$ cat config.mk
export PLATFORM = sky130hd
export DESIGN_NAME = dmaa_align
export DESIGN_NICKNAME = d
export VERILOG_FILES = /design/src/logic/dmaa_pkg.sv /design/src/logic/dmaa_align.sv
export SDC_FILE = /design/constraint.sdc
export NUM_CORES = 1
export LEC_CHECK = 0
export BUFFER_PORTS_ARGS = -buffer_cell sky130_fd_sc_hd__buf_2
export CAP_MARGIN = 20
export CORE_UTILIZATION = 53
export CTS_BUF_LIST = sky130_fd_sc_hd__clkbuf_8
export CTS_CLUSTER_DIAMETER = 40
export DETAILED_ROUTE_END_ITERATION = 7
export GPL_TIMING_DRIVEN = 0
export PLACE_DENSITY = 0.85
export REMOVE_ABC_BUFFERS = 1
export SLEW_MARGIN = 40
export SYNTH_ARGS = -nofsm -noshare
export SYNTH_HDL_FRONTEND = slang
export SYNTH_SLANG_ARGS = --single-unit
export TNS_END_PERCENT = 20
$ cat constraint.sdc
create_clock -name sys_clk -period 3.5 [get_ports sys_clk]
set_clock_uncertainty 0.05 [all_clocks]
set_input_delay 0.7 -clock sys_clk [delete_from_list [all_inputs] [get_ports sys_clk]]
set_output_delay 0.7 -clock sys_clk [all_outputs]
set_load 0.05 [all_outputs]
$ cat src/logic/dmaa_pkg.sv
// Package with constants and types for the debug memory access alignment block.
package dmaa_pkg;

	// ----------------------------------------------------------------
	// Access sizes and commands
	// ----------------------------------------------------------------
	localparam logic [1:0] DMAA_SIZE_8  = 2'h0;
	localparam logic [1:0] DMAA_SIZE_16 = 2'h1;
	localparam logic [1:0] DMAA_SIZE_32 = 2'h2;

	localparam logic [2:0] DMAA_CMD_READ   = 3'h0; // Addressed single read.
	localparam logic [2:0] DMAA_CMD_WRITE  = 3'h1; // Addressed single write.
	localparam logic [2:0] DMAA_CMD_DUMP   = 3'h2; // Block read, address from last access.
	localparam logic [2:0] DMAA_CMD_FILL   = 3'h3; // Block write, address from last access.
	localparam logic [2:0] DMAA_CMD_TRACE  = 3'h4; // Trace readout command.

	// ----------------------------------------------------------------
	// Reset values, fixed answers, lane mask and state encoding
	// ----------------------------------------------------------------
	localparam logic [7:0]  DMAA_TRACE_VALUE = 8'h00;
	localparam logic [23:0] DMAA_ADDR_RESET  = 24'h000000;
	localparam logic [1:0]  DMAA_LANE_MASK   = 2'h3;

	typedef enum logic [1:0] {
		DMAA_IDLE = 2'b01,
		DMAA_DONE = 2'b10
	} dmaa_state_t;

endpackage : dmaa_pkg

$ cat src/logic/dmaa_align.sv
// Address sequencing and byte-lane alignment for debug port memory commands.

// Functional notes
// - Trace readout command answers with an all-zero byte.
// - Block commands add previous size to previous address.
// - Misaligned longword clears address bits one and zero.
// - Realigned word: next block address counts from original address.
// - Word at lane three is moved to the two upper lanes.
// - Repeated byte accesses from word realignment are allowed, unflagged.
// - Lanes follow address bits; longword MSB sits in lane zero.
module dmaa_align
	import dmaa_pkg::*;
#(
	parameter int ADDR_W = 24
) (
	input  wire logic              sys_clk,
	input  wire logic              rstn,
	input  wire logic              cmd_valid,
	input  wire logic [2:0]        cmd_code,
	input  wire logic [1:0]        cmd_size,
	input  wire logic [ADDR_W-1:0] cmd_addr,
	input  wire logic [31:0]       cmd_wdata,
	input  wire logic [31:0]       mem_rdata,
	output logic                   mem_req,
	output logic                   mem_we,
	output logic [ADDR_W-1:0]      mem_addr,
	output logic [3:0]             mem_lane_en,
	output logic [31:0]            mem_wdata,
	output logic                   rsp_valid,
	output logic [31:0]            rsp_data,
	output logic [ADDR_W-1:0]      rsp_addr
);

	// ----------------------------------------------------------------
	// State
	// ----------------------------------------------------------------
	typedef struct packed {
		dmaa_state_t       state;
		logic [ADDR_W-1:0] last_addr;  // Address used for the next increment.
		logic [1:0]        last_size;
		logic              mem_req;
		logic              mem_we;
		logic [ADDR_W-1:0] mem_addr;
		logic [3:0]        mem_lane_en;
		logic [31:0]       mem_wdata;
		logic [1:0]        rd_lane;    // Low address bits of the pending read.
		logic [1:0]        rd_size;
		logic              rsp_valid;
		logic [31:0]       rsp_data;
		logic [ADDR_W-1:0] rsp_addr;
	} dmaa_regs_t;

	dmaa_regs_t cur;
	dmaa_regs_t next_cur;

	// Size in bytes of an access code.
	function automatic logic [ADDR_W-1:0] dmaa_bytes(input logic [1:0] sz);
		logic [ADDR_W-1:0] n;
		n = ADDR_W'(1);
		if (sz == DMAA_SIZE_16) begin
			n = ADDR_W'(2);
		end else if (sz == DMAA_SIZE_32) begin
			n = ADDR_W'(4);
		end
		return n;
	endfunction : dmaa_bytes

	// ----------------------------------------------------------------
	// Next-state logic
	// ----------------------------------------------------------------
	// Memory is assumed to answer mem_rdata in the same cycle as mem_req.
	always_comb begin
		logic [ADDR_W-1:0] orig;
		logic [ADDR_W-1:0] eff;
		logic [1:0]        lo;
		logic [3:0]        lanes;
		logic [31:0]       wd;
		logic [31:0]       rd;
		orig = '0;
		eff = '0;
		lo = 2'h0;
		lanes = 4'h0;
		wd = '0;
		rd = '0;
		next_cur = cur;
		next_cur.mem_req = 1'b0;
		next_cur.rsp_valid = 1'b0;
		case (cur.state)
			DMAA_IDLE: begin
				if (cmd_valid) begin
					if (cmd_code == DMAA_CMD_TRACE) begin
						next_cur.rsp_valid = 1'b1;
						next_cur.rsp_data = {24'h000000, DMAA_TRACE_VALUE};
					end else if (cmd_code <= DMAA_CMD_FILL) begin
						if (cmd_code == DMAA_CMD_DUMP || cmd_code == DMAA_CMD_FILL) begin
							orig = cur.last_addr + dmaa_bytes(cur.last_size);
						end else begin
							orig = cmd_addr;
						end
						eff = orig;
						lo = orig[1:0];
						case (cmd_size)
							DMAA_SIZE_32: begin
								eff[1:0] = 2'h0;
								lanes = 4'hf;
								wd = cmd_wdata;
							end
							DMAA_SIZE_16: begin
								if (lo == DMAA_LANE_MASK) begin
									eff[1:0] = 2'h2;
								end
								lanes = 4'h3 << eff[1:0];
								wd = 32'(cmd_wdata[15:0]) << (5'(2'h2 - eff[1:0]) << 3);
							end
							default: begin
								lanes = 4'h1 << lo;
								wd = 32'(cmd_wdata[7:0]) << (5'(2'h3 - lo) << 3);
							end
						endcase
						next_cur.last_addr = (cmd_size == DMAA_SIZE_16) ? orig : eff;
						next_cur.last_size = cmd_size;
						next_cur.mem_req = 1'b1;
						next_cur.mem_we = (cmd_code == DMAA_CMD_WRITE) ||
							(cmd_code == DMAA_CMD_FILL);
						next_cur.mem_addr = eff;
						next_cur.mem_lane_en = lanes;
						next_cur.mem_wdata = wd;
						next_cur.rd_lane = eff[1:0];
						next_cur.rd_size = cmd_size;
						next_cur.rsp_addr = eff;
						next_cur.state = DMAA_DONE;
					end
				end
			end
			DMAA_DONE: begin
				case (cur.rd_size)
					DMAA_SIZE_32: rd = mem_rdata;
					DMAA_SIZE_16: rd = 32'(16'(mem_rdata >> (5'(2'h2 - cur.rd_lane) << 3)));
					default:      rd = 32'(8'(mem_rdata >> (5'(2'h3 - cur.rd_lane) << 3)));
				endcase
				next_cur.rsp_valid = 1'b1;
				next_cur.rsp_data = cur.mem_we ? 32'h00000000 : rd;
				next_cur.state = DMAA_IDLE;
			end
			default: begin
				next_cur.state = DMAA_IDLE;
			end
		endcase
	end

	// ----------------------------------------------------------------
	// State register
	// ----------------------------------------------------------------
	always_ff @(posedge sys_clk or negedge rstn) begin
		if (!rstn) begin
			cur <= '{state: DMAA_IDLE, last_addr: DMAA_ADDR_RESET, last_size: DMAA_SIZE_8,
				default: '0};
		end else begin
			cur <= next_cur;
		end
	end

	assign mem_req     = cur.mem_req;
	assign mem_we      = cur.mem_we;
	assign mem_addr    = cur.mem_addr;
	assign mem_lane_en = cur.mem_lane_en;
	assign mem_wdata   = cur.mem_wdata;
	assign rsp_valid   = cur.rsp_valid;
	assign rsp_data    = cur.rsp_data;
	assign rsp_addr    = cur.rsp_addr;
endmodule : dmaa_align

After elaboration in Yosys (flattened, before gate mapping)
Index checks and enable logic that the tools add are counted.
{ "word_totals": {"ff_bits": 125, "latch_bits": 0, "ram_bits": 0, "rom_bits": 0, "in_bits": 96, "output_inout_bits": 119, "elab_cells": 78, "n_memories": 0} }
{ "op_classes": {"addsub": 5, "n_mul": 0, "div_mod_pow": 0, "magnitude_cmp": 1, "eq_ne": 15, "shift": 6, "muxes": 33, "bitwise_logic": 1, "n_reduce_logical": 6} }
{ "op_table": {"columns": ["operator", "count"], "rows": [
  ["$mux W24", 12],
  ["$mux W94", 2],
  ["$mux W151", 1],
  ["$pmux W32 S2", 2],
  ["$mux W66", 1],
  ["$pmux W33 S2", 1],
  ["$mux W33", 1],
  ["$mux W32", 1],
  ["$shl A16 B5 Y32", 1],
  ["$shl A8 B5 Y32", 1],
  ["$shr A32 B5 Y16", 1],
  ["$shr A32 B5 Y8", 1],
  ["$add A24 B24 Y24", 1],
  ["$mux W2", 8],
  ["$eq A2 B2 Y1 const B", 4],
  ["$ne A2 B2 Y1 const B", 4],
  ["$pmux W4 S2", 1],
  ["$sub A2 B2 Y2 const A", 4],
  ["$eq A2 B1 Y1 const B", 3],
  ["$eq A3 B2 Y1 const B", 2],
  ["$mux W3", 2],
  ["$reduce_and A3 Y1", 2],
  ["$pmux W2 S2", 1],
  ["$reduce_and A4 Y1", 1],
  ["other kinds (8)", 9]
]} }

Depth between registers and ports, before layout
{ "logic_depth": {"ltp_word": 28, "ltp_mapped": 10, "ltp_nobuf": 9} }

Worst setup path after synthesis
No wires, ideal clock.
{ "synth_path": {"kind": "reg2reg", "startpoint": "reg cur[57] (netlist name)", "endpoint": "reg cur (netlist bit mem_wdata[14])", "setup_time_ps": 119, "arrival_time_ps": 2628, "required_time_ps": 3331, "path_slack_ps": 704, "stages_incl_launch_ff": 11, "n_path_buf": 1, "period_less_slack_ps": 2796, "cell_sequence": "dfrtp_1 > inv_1 > ha_1 > ha_1 > fa_1 > and4bb_4 > a31oi_4 > buf_6 > mux2i_1 > o221ai_1 > o21a_1"} }
{ "synth_rtl": {"columns": ["element", "line_no", "text"], "rows": [
  ["end signal: assignment", "dmaa_align.sv:156", "cur <= '{state: DMAA_IDLE, last_addr: DMAA_ADDR_RESET, last_size: DMAA_SIZE_8,"],
  ["end signal: assignment", "dmaa_align.sv:159", "cur <= next_cur;"],
  ["end: declaration", "dmaa_align.sv:53", "dmaa_regs_t cur;"]
]} }

==> key figures <==
Layout
  – Synth-to-Final Area Change: 9.11%
  – Commonest non-fill, non-tap cell in the layout: buf_2
  – Non-Filler Instances: 997
  – Share of cells above drive strength 1: 33.0%
  – Layout fillers: 1060
  – NumNets Final: 931
  – Most frequent cells in the layout: buf_2, dfrtp_1, nand2_1, a21oi_1, nor2_1

Worst setup path
  – Worst EP arrival: 3.43 ns
  – Reg-to-Reg End: mem_wdata[10]
  – WP data required: 3.73 ns
  – Element type at the critical path start: register
  – Critical Setup Path Class: register to register
  – Worst r2r src: cur[57]
  – R2r worst-path depth: 9
  – Setup slack, reg-to-reg: 0.29 ns
  – Setup crit start: cur[57]
  – CP Capture Type: register
  – Crit path capture: mem_wdata[10]
  – Crit Path Max Fanout: 17

Synthesis
  – Top post-synthesis cells by area: dfrtp_1, buf_4, nand2_1
  – Seq/Total Area, Yosys: 37.3%
  – Synthesized area: 6780 sq um
  – Syn avg cell area: 8.96 sq um
  – Most used DFF post-synth: dfrtp_1
  – Ys async rst share: 100%
  – FF+latch count, synth: 101
  – Post-synth top area share: 36.9%
  – Cell taking the most area after synthesis: dfrtp_1
  – Number of enable flip-flop cells after synthesis: 0
  – Distinct cells, synth: 61
  – Gate Count Post-Synth: 757
  – Synth warn: 0

Clocking
  – # clock sinks: 101
  – Worst skew pair latency: 0.38 ns
  – CTS Buffer Depth: 2
  – H-tree depth: 3
  – Clock Root Buffer: clkbuf_8
  – Hold-fix buffers at CTS: 0
  – Clock transition at path regs: 0.09 ns
  – Setup repair bufs after CTS: 0
  – TritonCTS Buffers: 9
  – CTS tree: yes

Global routing
  – Vias in the first global route: 5294
  – GRT Total Usage: 25.5%
  – Largest net degree at the start of global routing: 54
  – Aggregate global routing overflow: 0
  – Initial antenna violation count: 0
  – First-pass GRT wire length: 26.4 mm

Power
  – LEAKAGE: 3.62 nW
  – Clk network pwr share: 11.8%
  – Sw Share: 55.4%
  – Switching pwr: 0.00408 W
  – Power Density: 993 nW/um^2
  – Max VDD drop: 0.777 mV
  – Part of the power in combinational logic: 60.1%
  – Int Pwr: 0.00328 W
  – Register share of total power: 28.1%

Timing
  – Final Cycle Share: 91.6%
  – Slew Limit Headroom: 49.0%
  – Slew Limit Fails: 0
  – Min Tclk post-route: 3.21 ns
  – Final setup violation count: 0
  – RSZ-0062 raised after global routing: false
  – Max Freq: 312 MHz
  – Worst-Margin Slew: 0.765 ns
  – WHS: 0.163 ns
  – Final Hold Fails: 0

Floorplan
  – Core area: 12300 sq um
  – Die Y: 115 microns
  – Total die area: 13300 sq um
  – Rows: 40
  – Die width: 115 microns
  – Top-Level Pins: 215
  – Starting Density: 55.3%

Drt
  – DR vias: 5803
  – Vias per std cell: 5.82
  – Wire length per cell: 16.6 microns
  – Iter 0 DRT Violations: 639
  – Drt total wl: 16.6 mm
  – Drt drc: 0
  – Number of antenna-violating nets in the routed design: 0
  – DRT Pass-1 Iters: 5

Run
  – Number of max-cap violations: 0

Run status
  – Status: completed

Place
  – Gpl congestion: 0.838
  – Placed insts: 981
  – # port buffers: 214
  – Detailed placement HPWL: 11.7 mm

Worst hold path
  – Kind of path behind the tightest hold check: primary input to async pin
==> metal layers <==
layer | vias up | part of all wire, % | global-route usage, %
met3 | 22 | 8.5 | 7.43
met4 | 0 | 1.6 | 8.66
met1 | 2770 | 42 | 33.3
met5 | - | 0 | 0
met2 | 265 | 48 | 40.6
li1 | 2746 | - | -
==> power by group through the flow <==
stage | registers (W) | logic, W | clock network, W
6_report | 0.00207 | 0.00442 | 0.000865
2_1_floorplan | 0.00381 | 0.00150 | 0
3_5_place_dp | 0.00208 | 0.00441 | 0
3_3_place_gp | 0.00206 | 0.00427 | 0
4_1_cts | 0.00206 | 0.00441 | 0.000888
5_1_grt | 0.00214 | 0.00473 | 0.000931
==> layout make-up <==
cell class	instances	area, sq um	area share [%]
clock buffers	12	165	2.23
diodes	1	2.50	0.0338
flip-flops and latches	101	2530	34.2
well taps	168	210	2.84
repair buffers	223	1200	16.3
multi-input cells	478	3180	42.9
clock inverters	3	67.6	0.913
inverters	11	46.3	0.625
==> per-stage QoR <==
stage / util, % / area (sq um) / setup WS (ns) / setup TNS (ns) / total power, W
after global routing: 60.3 / 7400 / 0.0850 / 0 / 0.00780
final: 60.4 / 7400 / 0.293 / 0 / 0.00735
after detailed placement: 58.4 / 7160 / 0.168 / 0 / 0.00648
after CTS: 60.3 / 7390 / 0.145 / 0 / 0.00736
after global placement: 56.8 / 6970 / -2.76 / -123.29 / 0.00633
after floorplan: - / 5680 / -0.955 / -32.94 / 0.00531
==> kinds of logic (layout without fill, tap and decap cells) <==
| kind of cell | after synthesis | in the layout | share of synthesized area (%) |
|---|---|---|---|
| XOR/XNOR | 1 | 1 | 0.129 |
| AND/OR/NAND/NOR | 189 | 189 | 12.9 |
| multiplexers | 39 | 39 | 5.96 |
| adder cells (fa/ha/maj) | 11 | 11 | 2.14 |
| other | 0 | 1 | 0 |
| buffers and inverters | 178 | 249 | 16.8 |
| flip-flops | 101 | 101 | 37.3 |
| AO/OA/AOI/OAI | 238 | 238 | 24.8 |
==> what timing repair did <==
item	CTS	global route
resized for setup	0	2
setup endpoints to repair	0	9
endpoints found under the hold margin	0	0
==> registers in the layout, summed over array words and instances (netlist names) <==
register and cells:
cur 29, mem_lane_en 4, mem_req 1, mem_wdata 32, mem_we 1, rsp_addr 1, rsp_data 32, rsp_valid 1
==> worst min-delay path by stage <==
stage                                 to  slack [ns]
after floorplan                 cur[125]        0.35
after global placement    mem_lane_en[0]        0.40
after detailed placement  mem_lane_en[0]        0.41
after CTS                   rsp_data[23]        0.16
after global routing        rsp_data[23]        0.17
final                       rsp_data[23]        0.16
==> Yosys cell counts, types with 4 or more instances <==
| cell type | instances |
|---|---|
| dfrtp_1 | 100 |
| a21oi_1 | 61 |
| o221ai_1 | 23 |
| a22o_1 | 14 |
| o22a_1 | 5 |
| nand2_1 | 83 |
| nand3_1 | 11 |
| o21ai_1 | 8 |
| nor2_1 | 45 |
| mux2i_1 | 28 |
| a211oi_1 | 4 |
| mux2_2 | 11 |
| a31oi_1 | 5 |
| buf_2 | 14 |
| clkbuf_1 | 31 |
| a221oi_2 | 7 |
| inv_1 | 10 |
| a2bb2oi_1 | 5 |
| a22oi_1 | 16 |
| nand4_1 | 7 |
| o21ai_0 | 26 |
| o21a_1 | 17 |
| a21o_1 | 19 |
| nor2b_1 | 11 |
| nor3_1 | 4 |
| and3_1 | 9 |
| ha_1 | 10 |
| buf_4 | 117 |
| o22ai_1 | 7 |
==> worst max-delay path: stages, from the launching register on <==
cell and delay [ns]:
dfrtp_1 0.38, inv_1 0.07, ha_1 0.37, ha_1 0.24
fa_1 0.57, and4bb_4 0.23, a31oi_4 0.55, mux2i_1 0.33
o221ai_1 0.17, o21a_1 0.14
Note: power is estimated with default switching activity, not from simulation.
